`src/motion_alarm_defines.svh`:
```
// Purpose: constants of the motion alarm detector
// Assumes: 32-bit AHB-Lite register words, byte offsets below
// Notes: codes are the alarm numbers shown to the user
// Contract
// - excitation-off alarm cuts winding current
// - excitation-off alarm engages fitted brake
// - excitation-on alarm keeps winding current
// - abnormal home end raises 62h
// - 3-sensor homing without home raises 63h
// - no origin timing signal raises 64h
// - hardware overtravel raises 66h, seven blinks
// - software limit reached raises 67h
// - limit during home offset raises 6Ah
// - five or more linked entries raise 70h
// - mixed link directions raise 70h
// - positioning start at zero speed raises 70h
// - gear resolution out of range raises 71h
// - opposite limit during homing raises 61h
`ifndef MOTION_ALARM_DEFINES_SVH
`define MOTION_ALARM_DEFINES_SVH

`define ALM_CODE_REV_LIMIT   8'h61
`define ALM_CODE_HOME_FAIL   8'h62
`define ALM_CODE_NO_HOME     8'h63
`define ALM_CODE_NO_ORIGIN   8'h64
`define ALM_CODE_HW_OT       8'h66
`define ALM_CODE_SW_OT       8'h67
`define ALM_CODE_OFFSET_LIM  8'h6a
`define ALM_CODE_BAD_DATA    8'h70
`define ALM_CODE_GEAR        8'h71

`define BLINKS_HW_OT         4'h7
`define BLINKS_NONE          4'h0
`define LINK_MAX_ENTRIES     4
`define LINK_ALARM_COUNT     5

`define CAUSE_GEAR           8
`define CAUSE_HW_OT          7
`define CAUSE_SW_OT          6
`define CAUSE_REV_LIMIT      5
`define CAUSE_OFFSET_LIM     4
`define CAUSE_NO_HOME        3
`define CAUSE_NO_ORIGIN      2
`define CAUSE_HOME_FAIL      1
`define CAUSE_BAD_DATA       0

`define REG_CTRL             8'h00
`define REG_SOFT_POS         8'h04
`define REG_SOFT_NEG         8'h08
`define REG_GEAR_RES         8'h0c
`define REG_ALARM_STAT       8'h10
`define REG_IRQ_STATUS       8'h14
`define REG_IRQ_MASK         8'h18
`define REG_UNMAPPED         8'hff

`define CTRL_HWOT_BIT        0
`define CTRL_SWOT_BIT        1
`define CTRL_BRAKE_BIT       2
`define STAT_ACTIVE_BIT      8
`define STAT_EXCOFF_BIT      9
`define IRQ_RAISE_BIT        0
`define IRQ_CLEAR_BIT        1

`define CTRL_RESET           3'h0
`define SOFT_POS_RESET       32'h7fffffff
`define SOFT_NEG_RESET       32'h80000000
`define GEAR_RES_RESET       16'h03e8
`define GEAR_RES_MIN         16'h0064
`define GEAR_RES_MAX         16'h2710
`define IRQ_RESET            2'h0

`endif

```
`src/motion_alarm_pkg.sv`:
```
// Purpose: shared types of the motion alarm detector
// Assumes: nothing beyond the defines header
// Notes: none
package motion_alarm_pkg;
  typedef enum logic {
    ALM_IDLE    = 1'b0,
    ALM_LATCHED = 1'b1
  } alarm_state_e;
  typedef logic [7:0]         alarm_code_t;
  typedef logic [3:0]         blink_t;
  typedef logic signed [31:0] pos_t;
endpackage

```
`src/alarm_cfg_if.sv`:
```
// Purpose: settings and alarm status between register file and detector
// Assumes: one clock domain
// Notes: none
`timescale 1ns/1ps
`default_nettype none
interface alarm_cfg_if;
  import motion_alarm_pkg::*;
  logic        hwOtEn;
  logic        swOtEn;
  logic        brakeFitted;
  pos_t        softPos;
  pos_t        softNeg;
  logic [15:0] gearRes;
  logic        alarmActive;
  alarm_code_t alarmCode;
  logic        excOff;
  logic        raiseEv;
  logic        clearEv;
  modport regs (output hwOtEn, swOtEn, brakeFitted, softPos, softNeg, gearRes,
                input alarmActive, alarmCode, excOff, raiseEv, clearEv);
  modport core (input hwOtEn, swOtEn, brakeFitted, softPos, softNeg, gearRes,
                output alarmActive, alarmCode, excOff, raiseEv, clearEv);
endinterface
`default_nettype wire

```
`src/motion_alarm_detector.sv`:
```
// Purpose: alarm detection and excitation control of a positioning driver
// Assumes: motion inputs come from logic on clk; sensor pins are asynchronous
// Notes: first alarm wins; later faults are ignored while one is latched
`include "motion_alarm_defines.svh"
`timescale 1ns/1ps
`default_nettype none
module motion_alarm_detector #(
  parameter int SPEED_W = 16,
  parameter int LINK_W  = 4
) (
  input  wire logic                   clk,
  input  wire logic                   rst_n,
  input  wire logic                   hsel,
  input  wire logic [31:0]            haddr,
  input  wire logic [1:0]             htrans,
  input  wire logic                   hwrite,
  input  wire logic [2:0]             hsize,
  input  wire logic [31:0]            hwdata,
  input  wire logic                   hready,
  output logic                        hreadyout,
  output logic                        hresp,
  output logic [31:0]                 hrdata,
  output logic                        irq,
  input  wire logic                   positive_limit_sensor,
  input  wire logic                   negative_limit_sensor,
  input  wire logic                   home_sensor_input,
  input  wire logic                   step_phase_origin_output,
  input  wire logic                   zero_phase_output,
  input  wire logic                   slot_sensor_input,
  input  wire logic                   alarm_clear_input,
  input  wire logic                   homeActive,
  input  wire logic                   homeDirPos,
  input  wire logic                   homeUsesLimits,
  input  wire logic                   homeThreeSensor,
  input  wire logic                   homeOffsetMove,
  input  wire logic                   homeOriginCheck,
  input  wire logic                   homeEndBad,
  input  wire motion_alarm_pkg::pos_t motorPos,
  input  wire logic                   startReq,
  input  wire logic                   startPositioning,
  input  wire logic [SPEED_W-1:0]     startSpeed,
  input  wire logic [LINK_W-1:0]      linkCount,
  input  wire logic                   linkDirMixed,
  output logic                        startAccept,
  output logic                        motorCurrentEn,
  output logic                        brakeEngage,
  output logic                        alarmActive,
  output motion_alarm_pkg::alarm_code_t alarmCode,
  output motion_alarm_pkg::blink_t    ledBlinks
);
  import motion_alarm_pkg::*;

  alarm_cfg_if cfg ();

  alarm_regs u_regs (
    .clk       (clk),
    .rst_n     (rst_n),
    .hsel      (hsel),
    .haddr     (haddr),
    .htrans    (htrans),
    .hwrite    (hwrite),
    .hsize     (hsize),
    .hwdata    (hwdata),
    .hready    (hready),
    .hreadyout (hreadyout),
    .hresp     (hresp),
    .hrdata    (hrdata),
    .irq       (irq),
    .cfg       (cfg)
  );

  // pin synchronisers: stage one feeds stage two only
  logic [6:0] sync1_r, sync2_r, prev_r;
  logic [6:0] pinRaw;

  assign pinRaw = {alarm_clear_input, slot_sensor_input, zero_phase_output,
                   step_phase_origin_output, home_sensor_input,
                   negative_limit_sensor, positive_limit_sensor};

  always_ff @(posedge clk or negedge rst_n) begin
    if (!rst_n) begin
      sync1_r <= 7'h00;
      sync2_r <= 7'h00;
      prev_r  <= 7'h00;
    end else begin
      sync1_r <= pinRaw;
      sync2_r <= sync1_r;
      prev_r  <= sync2_r;
    end
  end

  logic limPos, limNeg, homeSens, originAny, clrEdge, limRise;

  always_comb begin
    limPos    = sync2_r[0];
    limNeg    = sync2_r[1];
    homeSens  = sync2_r[2];
    originAny = |sync2_r[5:3];
    clrEdge   = sync2_r[6] && !prev_r[6];
    limRise   = (sync2_r[1:0] & ~prev_r[1:0]) != 2'h0;
  end

  // homing observations, dropped when homing ends
  logic seenPos_r, seenPos_nxt, seenNeg_r, seenNeg_nxt;
  logic seenHome_r, seenHome_nxt, seenOrigin_r, seenOrigin_nxt;

  always_comb begin
    seenPos_nxt    = homeActive && (seenPos_r || limPos);
    seenNeg_nxt    = homeActive && (seenNeg_r || limNeg);
    seenHome_nxt   = homeActive && (seenHome_r || homeSens);
    seenOrigin_nxt = homeActive && (seenOrigin_r || originAny);
  end

  always_ff @(posedge clk or negedge rst_n) begin
    if (!rst_n) begin
      seenPos_r    <= 1'b0;
      seenNeg_r    <= 1'b0;
      seenHome_r   <= 1'b0;
      seenOrigin_r <= 1'b0;
    end else begin
      seenPos_r    <= seenPos_nxt;
      seenNeg_r    <= seenNeg_nxt;
      seenHome_r   <= seenHome_nxt;
      seenOrigin_r <= seenOrigin_nxt;
    end
  end

  logic [8:0] causeVec;
  logic       tooLong;

  always_comb begin
    tooLong  = linkCount > LINK_W'(`LINK_MAX_ENTRIES);
    causeVec = 9'h000;
    causeVec[`CAUSE_GEAR] = (cfg.gearRes < `GEAR_RES_MIN) ||
                            (cfg.gearRes > `GEAR_RES_MAX);
    // homing drives into the limits on purpose, so hardware overtravel is ignored while homing is active
    causeVec[`CAUSE_HW_OT] = cfg.hwOtEn && limRise && !homeActive;
    causeVec[`CAUSE_SW_OT] = cfg.swOtEn &&
                             ((motorPos >= cfg.softPos) || (motorPos <= cfg.softNeg));
    causeVec[`CAUSE_REV_LIMIT] = homeActive && homeUsesLimits && !homeOffsetMove &&
                                 (homeDirPos ? limNeg : limPos);
    causeVec[`CAUSE_OFFSET_LIM] = homeActive && homeOffsetMove && (limPos || limNeg);
    causeVec[`CAUSE_NO_HOME] = homeActive && homeThreeSensor &&
                               seenPos_r && seenNeg_r && !seenHome_r;
    causeVec[`CAUSE_NO_ORIGIN] = homeActive && homeOriginCheck &&
                                 !seenOrigin_r && !originAny;
    causeVec[`CAUSE_HOME_FAIL] = homeEndBad;
    causeVec[`CAUSE_BAD_DATA] = startReq &&
                                (tooLong || linkDirMixed ||
                                 (startPositioning && startSpeed == '0));
  end

  function automatic alarm_code_t pickCode(input logic [8:0] c);
    alarm_code_t code;
    code = `ALM_CODE_BAD_DATA;
    if (c[`CAUSE_GEAR])            code = `ALM_CODE_GEAR;
    else if (c[`CAUSE_HW_OT])      code = `ALM_CODE_HW_OT;
    else if (c[`CAUSE_SW_OT])      code = `ALM_CODE_SW_OT;
    else if (c[`CAUSE_REV_LIMIT])  code = `ALM_CODE_REV_LIMIT;
    else if (c[`CAUSE_OFFSET_LIM]) code = `ALM_CODE_OFFSET_LIM;
    else if (c[`CAUSE_NO_HOME])    code = `ALM_CODE_NO_HOME;
    else if (c[`CAUSE_NO_ORIGIN])  code = `ALM_CODE_NO_ORIGIN;
    else if (c[`CAUSE_HOME_FAIL])  code = `ALM_CODE_HOME_FAIL;
    return code;
  endfunction

  alarm_state_e state_r, state_nxt;
  alarm_code_t  code_r, code_nxt;
  blink_t       blinks_r, blinks_nxt;
  logic         raiseEv, clearEv, excOff;

  always_comb begin
    state_nxt  = state_r;
    code_nxt   = code_r;
    blinks_nxt = blinks_r;
    raiseEv    = 1'b0;
    clearEv    = 1'b0;
    case (state_r)
      ALM_IDLE: begin
        if (causeVec != 9'h000) begin
          raiseEv    = 1'b1;
          state_nxt  = ALM_LATCHED;
          code_nxt   = pickCode(causeVec);
          blinks_nxt = causeVec[`CAUSE_GEAR] || !causeVec[`CAUSE_HW_OT] ?
                       `BLINKS_NONE : `BLINKS_HW_OT;
        end
      end
      ALM_LATCHED: begin
        // gear alarm stays until reset, whatever the clear input does
        if (clrEdge && code_r != `ALM_CODE_GEAR) begin
          clearEv    = 1'b1;
          state_nxt  = ALM_IDLE;
          code_nxt   = 8'h00;
          blinks_nxt = `BLINKS_NONE;
        end
      end
      default: state_nxt = ALM_IDLE;
    endcase
  end

  always_ff @(posedge clk or negedge rst_n) begin
    if (!rst_n) begin
      state_r  <= ALM_IDLE;
      code_r   <= 8'h00;
      blinks_r <= `BLINKS_NONE;
    end else begin
      state_r  <= state_nxt;
      code_r   <= code_nxt;
      blinks_r <= blinks_nxt;
    end
  end

  assign excOff         = (state_r == ALM_LATCHED) && (code_r == `ALM_CODE_GEAR);
  assign motorCurrentEn = !excOff;
  assign brakeEngage    = excOff && cfg.brakeFitted;
  // a start that itself carries bad data is refused too
  assign startAccept    = startReq && (state_r == ALM_IDLE) && (causeVec == 9'h000);
  assign alarmActive    = (state_r == ALM_LATCHED);
  assign alarmCode      = code_r;
  assign ledBlinks      = blinks_r;
  assign cfg.alarmActive = alarmActive;
  assign cfg.alarmCode   = code_r;
  assign cfg.excOff      = excOff;
  assign cfg.raiseEv     = raiseEv;
  assign cfg.clearEv     = clearEv;
endmodule // motion_alarm_detector
`default_nettype wire

```
`src/alarm_regs.sv`:
```
// Purpose: AHB-Lite register file and interrupt of the alarm detector
// Assumes: zero wait states, word transfers only
// Notes: a read right after a write to the same word returns the old value
`include "motion_alarm_defines.svh"
`timescale 1ns/1ps
`default_nettype none
module alarm_regs (
  input  wire logic        clk,
  input  wire logic        rst_n,
  input  wire logic        hsel,
  input  wire logic [31:0] haddr,
  input  wire logic [1:0]  htrans,
  input  wire logic        hwrite,
  input  wire logic [2:0]  hsize,
  input  wire logic [31:0] hwdata,
  input  wire logic        hready,
  output logic             hreadyout,
  output logic             hresp,
  output logic [31:0]      hrdata,
  output logic             irq,
  alarm_cfg_if.regs        cfg
);
  import motion_alarm_pkg::*;

  logic [2:0]  ctrl_r,    ctrl_nxt;
  pos_t        softPos_r, softPos_nxt;
  pos_t        softNeg_r, softNeg_nxt;
  logic [15:0] gear_r,    gear_nxt;
  logic [1:0]  irqStat_r, irqStat_nxt;
  logic [1:0]  irqMask_r, irqMask_nxt;
  logic        wrPend_r,  wrPend_nxt;
  logic [7:0]  wrAddr_r,  wrAddr_nxt;
  logic [31:0] rdata_r,   rdata_nxt;
  logic        addrPhase;
  logic [7:0]  offs;
  logic [1:0]  w1c;

  always_comb begin
    addrPhase   = hsel && htrans[1] && hready;
    offs        = (haddr[31:8] == 24'h000000) ? haddr[7:0] : `REG_UNMAPPED;
    ctrl_nxt    = ctrl_r;
    softPos_nxt = softPos_r;
    softNeg_nxt = softNeg_r;
    gear_nxt    = gear_r;
    irqMask_nxt = irqMask_r;
    w1c         = 2'h0;
    if (wrPend_r) begin
      case (wrAddr_r)
        `REG_CTRL:       ctrl_nxt    = hwdata[2:0];
        `REG_SOFT_POS:   softPos_nxt = hwdata;
        `REG_SOFT_NEG:   softNeg_nxt = hwdata;
        `REG_GEAR_RES:   gear_nxt    = hwdata[15:0];
        `REG_IRQ_STATUS: w1c         = hwdata[1:0];
        `REG_IRQ_MASK:   irqMask_nxt = hwdata[1:0];
        default:         ctrl_nxt    = ctrl_r;
      endcase
    end
    // set wins over a clear in the same cycle
    irqStat_nxt = (irqStat_r & ~w1c) | {cfg.clearEv, cfg.raiseEv};
    wrPend_nxt  = addrPhase && hwrite && (hsize == 3'h2);
    wrAddr_nxt  = offs;
    rdata_nxt   = rdata_r;
    if (addrPhase && !hwrite) begin
      case (offs)
        `REG_CTRL:       rdata_nxt = {29'h0, ctrl_r};
        `REG_SOFT_POS:   rdata_nxt = softPos_r;
        `REG_SOFT_NEG:   rdata_nxt = softNeg_r;
        `REG_GEAR_RES:   rdata_nxt = {16'h0, gear_r};
        `REG_ALARM_STAT: rdata_nxt = {22'h0, cfg.excOff, cfg.alarmActive, cfg.alarmCode};
        `REG_IRQ_STATUS: rdata_nxt = {30'h0, irqStat_r};
        `REG_IRQ_MASK:   rdata_nxt = {30'h0, irqMask_r};
        default:         rdata_nxt = 32'h0;
      endcase
    end
  end

  always_ff @(posedge clk or negedge rst_n) begin
    if (!rst_n) begin
      ctrl_r    <= `CTRL_RESET;
      softPos_r <= `SOFT_POS_RESET;
      softNeg_r <= `SOFT_NEG_RESET;
      gear_r    <= `GEAR_RES_RESET;
      irqStat_r <= `IRQ_RESET;
      irqMask_r <= `IRQ_RESET;
      wrPend_r  <= 1'b0;
      wrAddr_r  <= `REG_UNMAPPED;
      rdata_r   <= 32'h0;
    end else begin
      ctrl_r    <= ctrl_nxt;
      softPos_r <= softPos_nxt;
      softNeg_r <= softNeg_nxt;
      gear_r    <= gear_nxt;
      irqStat_r <= irqStat_nxt;
      irqMask_r <= irqMask_nxt;
      wrPend_r  <= wrPend_nxt;
      wrAddr_r  <= wrAddr_nxt;
      rdata_r   <= rdata_nxt;
    end
  end

  assign hreadyout       = 1'b1;
  assign hresp           = 1'b0;
  assign hrdata          = rdata_r;
  assign irq             = |(irqStat_r & irqMask_r);
  assign cfg.hwOtEn      = ctrl_r[`CTRL_HWOT_BIT];
  assign cfg.swOtEn      = ctrl_r[`CTRL_SWOT_BIT];
  assign cfg.brakeFitted = ctrl_r[`CTRL_BRAKE_BIT];
  assign cfg.softPos     = softPos_r;
  assign cfg.softNeg     = softNeg_r;
  assign cfg.gearRes     = gear_r;
endmodule // alarm_regs
`default_nettype wire

```
`config.mk`:
```
export PLATFORM = sky130hd
export DESIGN_NAME = motion_alarm_detector
export DESIGN_NICKNAME = d
export VERILOG_FILES = /design/src/motion_alarm_pkg.sv /design/src/alarm_cfg_if.sv /design/src/motion_alarm_detector.sv /design/src/alarm_regs.sv
export VERILOG_INCLUDE_DIRS = /design/src /design/src/src
export SDC_FILE = /design/constraint.sdc
export NUM_CORES = 1
export LEC_CHECK = 0
export BUFFER_PORTS_ARGS = -buffer_cell sky130_fd_sc_hd__buf_2
export CORE_AREA = 3 3 191 193
export DETAILED_ROUTE_END_ITERATION = 16
export DIE_AREA = 0 0 194 196
export GPL_ROUTABILITY_DRIVEN = 0
export MAX_ROUTING_LAYER = met4
export PLACE_DENSITY = 0.45
export SKIP_LAST_GASP = 1
export SLEW_MARGIN = 20
export SYNTH_ARGS = -nofsm -noshare
export SYNTH_HDL_FRONTEND = slang
export SYNTH_HIERARCHICAL = 1
export SYNTH_SLANG_ARGS = --single-unit
```
`constraint.sdc`:
```
create_clock -name clk -period 3.5 [get_ports clk]
set_input_delay 0 -clock clk [delete_from_list [all_inputs] [get_ports clk]]
set_output_delay 0 -clock clk [all_outputs]
set_load 0.005 [all_outputs]
```
# Yosys cells after proc, flatten, opt, wreduce, memory -nomap -nowiden
# Index checks and enable logic that the tools add are counted.
# Widths: inputs -> output; s select.
[op_classes]
order_cmp = 5
n_eq_ne = 16
muxes = 26
bitwise_logic = 7
reduce_logical = 66
[op_table]
columns = ["op", "count"]
rows = [
  ["$pmux 32 s7", 1],
  ["$eq 8x5->1 const B", 5],
  ["$mux 5", 8],
  ["$eq 8x4->1 const B", 4],
  ["$ge 32x32->1", 1],
  ["$le 32x32->1", 1],
  ["$logic_and 1x1->1", 32],
  ["$logic_not 24->1", 1],
  ["$mux 8", 3],
  ["$eq 8x3->1 const B", 2],
  ["$gt 16x14->1 const B", 1],
  ["$logic_not 16->1", 1],
  ["$logic_not 8->1", 2],
  ["$lt 16x7->1 const B", 1],
  ["$pmux 8 s2", 1],
  ["$reduce_and 2->1", 6],
  ["$logic_or 1x1->1", 10],
  ["$logic_not 1->1", 9],
  ["$logic_not 9->1", 1],
  ["$reduce_bool 9->1", 1],
  ["$eq 8x7->1 const B", 1],
  ["$mux 4", 2],
  ["$ne 8x7->1 const B", 1],
  ["$pmux 4 s2", 1],
  ["other kinds (15)", 24],
]
[totals]
regBits = 166
in_bits = 143
out_inout_bits = 51
word_cells = 139

# Depth between registers and ports, before layout
[depth]
ltp_word = 12
depth_mapped = 10
ltp_nobuf = 10

# Hierarchy
# The synthesis kept the hierarchy.
[by_module_without_submodules]
columns = ["module", "instances", "cells_per_inst", "area_each_um2"]
rows = [
  ["alarm_regs", 1, 421, 5735.5],
  ["motion_alarm_detector", 1, 346, 2914.0],
]

# Least setup slack after synthesis
# OpenSTA, ideal clock, no wires.
[synth_path]
path_type = "register to register"
start = "reg u_regs.softPos_r[14], in the netlist u_regs/cfg.softPos[14]"
end = "reg code_r[0], in the netlist alarmCode[0]"
arrival_ps = 2503
path_slack_ps = 871
stages_incl_launch_ff = 11
path_buffers = 0
period_less_slack_ps = 2629
path_cell_list = "dfstp_2 inv_1 ha_1 a21oi_2 nand2_1 a221o_1 o311a_1 o22ai_2 nand3_1 a221o_1 a221o_1"
[synth_via]
elab_chain_len = 8
[synth_rtl]
columns = ["item", "line", "text"]
rows = [
  ["start, declared", "alarm_regs.sv:26", "pos_t softPos_r, softPos_nxt;"],
  ["start signal, assigned", "alarm_regs.sv:80", "softPos_r <= `SOFT_POS_RESET;"],
  ["start signal, assigned", "alarm_regs.sv:90", "softPos_r <= softPos_nxt;"],
  ["$ge 32x32->1 *", "motion_alarm_detector.sv:139", "((motorPos >= cfg.softPos) || (motorPos <= cfg.softNeg));"],
  ["$logic_or 1x1->1 *", "motion_alarm_detector.sv:139", ""],
  ["$logic_and 1x1->1 *", "motion_alarm_detector.sv:138", "causeVec[`CAUSE_SW_OT] = cfg.swOtEn &&"],
  ["$mux 5", "motion_alarm_detector.sv:158", "else if (c[`CAUSE_SW_OT]) code = `ALM_CODE_SW_OT;"],
  ["$mux 5", "motion_alarm_detector.sv:157", "else if (c[`CAUSE_HW_OT]) code = `ALM_CODE_HW_OT;"],
  ["$mux 5", "motion_alarm_detector.sv:156", "if (c[`CAUSE_GEAR]) code = `ALM_CODE_GEAR;"],
  ["$mux 8", "motion_alarm_detector.sv:180", "if (causeVec != 9'h000) begin"],
  ["$pmux 8 s2", "motion_alarm_detector.sv:178", "case (state_r)"],
  ["end signal, assigned", "motion_alarm_detector.sv:208", "code_r <= code_nxt;"],
  ["end, declared", "motion_alarm_detector.sv:168", "alarm_code_t code_r, code_nxt;"],
]
# Every way passes the cells marked *; elsewhere a longest branch is shown, timed or not. The select of a mux whose other input is x is not followed.
# A chain may end at the register's enable or synchronous reset.

# Worst setup path in the final report
[layout_path]
start = "reg u_regs.softPos_r[7], in the netlist u_regs/cfg.softPos[7]"
end = "out startAccept"
[layout_via]
elab_chain_len = 5
[layout_rtl]
columns = ["item", "line", "text"]
rows = [
  ["$ge 32x32->1", "motion_alarm_detector.sv:139", ""],
  ["$logic_or 1x1->1", "motion_alarm_detector.sv:139", ""],
  ["$logic_and 1x1->1", "motion_alarm_detector.sv:138", ""],
  ["$logic_not 9->1", "motion_alarm_detector.sv:217", "assign startAccept = startReq && (state_r == ALM_IDLE) && (causeVec == 9'h000);"],
  ["$logic_and 1x1->1", "motion_alarm_detector.sv:217", ""],
  ["end, declared", "motion_alarm_detector.sv:44", "output logic startAccept,"],
]
# No other way between the ends.

==> results.sh <==
export IMPL_synth_cells=767
export IMPL_maxCapViolations=0
export IMPL_core_area_um2=34710
export IMPL_clockBufferDepth=2
export IMPL_io_buffers=188
export IMPL_min_path_type="input pin to flip-flop"
export IMPL_num_nets_final=1210
export IMPL_drt_iter0_drc=239
export IMPL_synth_common_cells="dfrtp_1, mux2_2, inv_1"
export IMPL_clk_pin_slew_ns=0.06
export IMPL_numCtsBuffers=17
export IMPL_crit_end="startAccept"
export IMPL_clock_sinks=157
export IMPL_ys_top_cells_by_area="dfrtp_1, dfstp_2, mux2_2"
export IMPL_synthMuxAreaShare_pct=13.53
export IMPL_period_minus_slack_ns=3.348
export IMPL_holdWs_ns=0.03707
export IMPL_synth_edf_count=0
export IMPL_synthesis_area_um2=8650
export IMPL_yosys_area_share_simple_pct=12.30
export IMPL_cp_start_kind="flip-flop"
export IMPL_drc_errors=0
export IMPL_placementRows=68
export IMPL_grt_pass1_wl_um=41540
export IMPL_hold_viol=0
export IMPL_vias=6736
export IMPL_avgSynthCellArea_um2=11.28
export IMPL_worstPathArrival_ns=3.35
export IMPL_skew_ns=0.006926
export IMPL_status="complete, no violations"
export IMPL_antenna_found_initial=2
export IMPL_syn_to_final_growth_pct=29.90
export IMPL_post_route_period_util_pct=95.66
export IMPL_end_kind="output pin"
export IMPL_critPathKind="flip-flop to output pin"
export IMPL_synth_top_area_share_pct=32.11
export IMPL_die_w_um=194
export IMPL_cts_tree="yes"
export IMPL_rsz0062_at_grt="no"
export IMPL_synth_top_family_by_area="multiplexers"
export IMPL_synth_distinct_cells=72
export IMPL_h_tree_depth=4
export IMPL_ys_ff_latch=157
export IMPL_grt_pass1_vias=7206
export IMPL_startpoint="u_regs/cfg.softPos[7]$_DFFE_PN1P_"
export IMPL_clkLatencyLatePin_ns=0.44
export IMPL_yosys_warnings=6
export IMPL_tns_ns=0
export IMPL_timing_rr_start="u_regs/cfg.softPos[7]$_DFFE_PN1P_"
export IMPL_vias_per_cell=4.570
export IMPL_grtUsageTotal_pct=14.42
export IMPL_cts_root_buf="clkbuf_16"
export IMPL_reg2reg_depth=10
export IMPL_tightest_slew_ns=1.037
export IMPL_num_io_pins=194
export IMPL_start_util_pct=24.92
export IMPL_cp_max_fo=5
export IMPL_synth_compound_area_share_pct=13.19
export IMPL_synthXorXnorAreaFrac_pct=0
export IMPL_setup_viol=0
export IMPL_synth_area_leader_cell="dfrtp_1"
export IMPL_grt_overflow_total=0
export IMPL_dieArea_um2=38020
export IMPL_synth_main_ff_cell="dfrtp_1"
export IMPL_min_from="homeOffsetMove"
export IMPL_ant_nets=0
export IMPL_yosysSeqAreaShare_pct=46.09
export IMPL_grt_max_degree=81
export IMPL_p_per_area_nw_per_um2=389.1
export IMPL_detail_route_wl_per_cell_um=17.90
export IMPL_slew_limit_headroom_pct=30.20
export IMPL_die_height_um=196
export IMPL_drive_gt1_share_pct=39.47
export IMPL_yosysMostFrequentCell="dfrtp_1"
export IMPL_r2r_end="alarmCode[0]$_DFFE_PN0P_"
export IMPL_fmax_mhz=298.7
export IMPL_regToRegSetupSlack_ns=0.51
export IMPL_dp_hpwl_um=19600
export IMPL_async_flop_share_pct=100.0
export IMPL_maxSlewViolCount=0
export IMPL_peakVddDrop_v=0.0003335
export IMPL_first_pass_iters=4
export IMPL_synthAdderAreaFrac_pct=9.258
export IMPL_cp_data_required_time_ns=3.50
export IMPL_cellLeakagePower_uw=0.005020
export IMPL_routed_wl_um=26390
-- worst min-delay path by stage --
stage	end	slack, ns	cells after the start
detailed placement	sync1_r[3]$_DFF_PN0_	0.11	1
CTS	alarmCode[3]$_DFFE_PN0P_	0.02	4
global placement	sync1_r[0]$_DFF_PN0_	0.11	1
finish	alarmCode[3]$_DFFE_PN0P_	0.04	4
floorplan	alarmActive$_DFF_PN0_	-0.30	0
global route	u_regs/wrAddr_r[3]$_DFF_PN1_	0.06	3
-- state kept, by name, indices dropped and copies added (netlist names) --
register	count
sync2_r	7
sync1_r	7
seenNeg_r	1
u_regs/cfg.gearRes	16
u_regs/cfg.softPos	32
u_regs/ctrl_r	3
seenHome_r	1
alarmActive	1
prev_r	3
u_regs/hrdata	32
u_regs/wrAddr_r	8
u_regs/irqMask_r	2
u_regs/cfg.softNeg	32
seenOrigin_r	1
alarmCode	6
seenPos_r	1
u_regs/irqStat_r	2
u_regs/wrPend_r	1
ledBlinks	1
-- what timing repair did --
| action | in CTS | in global routing |
|---|---|---|
| endpoints found under the hold margin | 154 | 0 |
| hold buffers | 50 | 0 |
| gates resized for setup | 2 | 1 |
| pin swaps | 0 | 0 |
| cloned | 0 | 0 |
| endpoints found under the setup margin | 1 | 1 |
| buffers inserted | 0 | 0 |
-- worst max-delay path, cell delays in order (launching register included) --
cell and delay, ns:
dfstp_2 0.55, inv_1 0.06, ha_1 0.29, a21oi_1 0.13, o21ai_0 0.11, a221o_1 0.34
o311a_1 0.38, o22ai_2 0.29, a41oi_2 0.26, nor2b_1 0.22, and3_1 0.17, buf_2 0.11
-- metrics by stage --
stage / power (µW) / setup slack, ns / cells / cell area, µm² / util, %
6_report: 4372 / 0.1519 / 1474 / 11240 / 32.37
3_5_place_dp: 2274 / 0.2779 / 1389 / 10050 / 28.95
5_1_grt: 4566 / 0.02237 / 1473 / 11230 / 32.36
2_1_floorplan: 2054 / 0.8712 / 769 / 8657 / -
4_1_cts: 4447 / 0.1298 / 1471 / 11220 / 32.32
3_3_place_gp: 2272 / 0.3125 / 1389 / 10050 / 28.95
-- cell type report --
class	instances	area, µm²
inverter	69	259.0
antenna	3	7.507
clock buffer	18	439.2
sequential	157	3986
timing repair buffer	250	1538
tap	455	569.3
fill	3644	23480
clock inverter	14	217.7
multi-input combinational	508	4219
-- routing by layer --
layer / vias up / GRT usage, % / wire length, µm
met2: 149 / 22.92 / 12590
met3: 14 / 3.005 / 970
met4: 0 / 3.298 / 274
li1: 3281 / - / -
met5: - / - / 0
met1: 3292 / 19.03 / 12550
-- where the power goes --
group / internal [µW] / switching [µW] / leakage, µW / total (µW)
sequential: 1840 / 26.8 / 0.00196 / 1870
combinational: 189 / 221 / 0.00276 / 411
clock: 1280 / 808 / 0.000300 / 2090
total: 3320 / 1060 / 0.00502 / 4370
-- kinds of logic (layout without fill, tap and decap cells) --
group | after synthesis | in the layout
compound gates | 149 | 149
mux | 103 | 103
flops | 157 | 157
simple gates | 187 | 187
buf+inv | 104 | 351
fa+ha+maj | 64 | 64
other cells | 3 | 8
-- cells in the final DEF (no fill, tap or decap), types with 5 or more instances in the layout --
cell type,synthesis,routed
a21o_1,9,9
a21oi_1,26,26
a221oi_1,8,8
a22oi_1,24,24
buf_2,3,187
buf_4,14,12
bufinv_16,0,5
clkbuf_16,0,17
clkinvlp_4,0,6
conb_1,3,5
dfrtp_1,111,111
dfstp_2,46,46
dlygate4sd3_1,0,50
ha_1,64,64
inv_1,69,69
mux2_2,88,88
mux2i_1,10,10
nand2_1,60,60
nand2b_1,12,12
nand3_1,9,9
nand4_1,20,20
nor2_1,22,22
nor2b_1,8,7
nor3_1,8,8
nor4_1,15,14
o21a_1,7,7
o21ai_0,7,7
o31ai_1,22,22
o31ai_2,11,11
(Power assumes the default switching activity.)
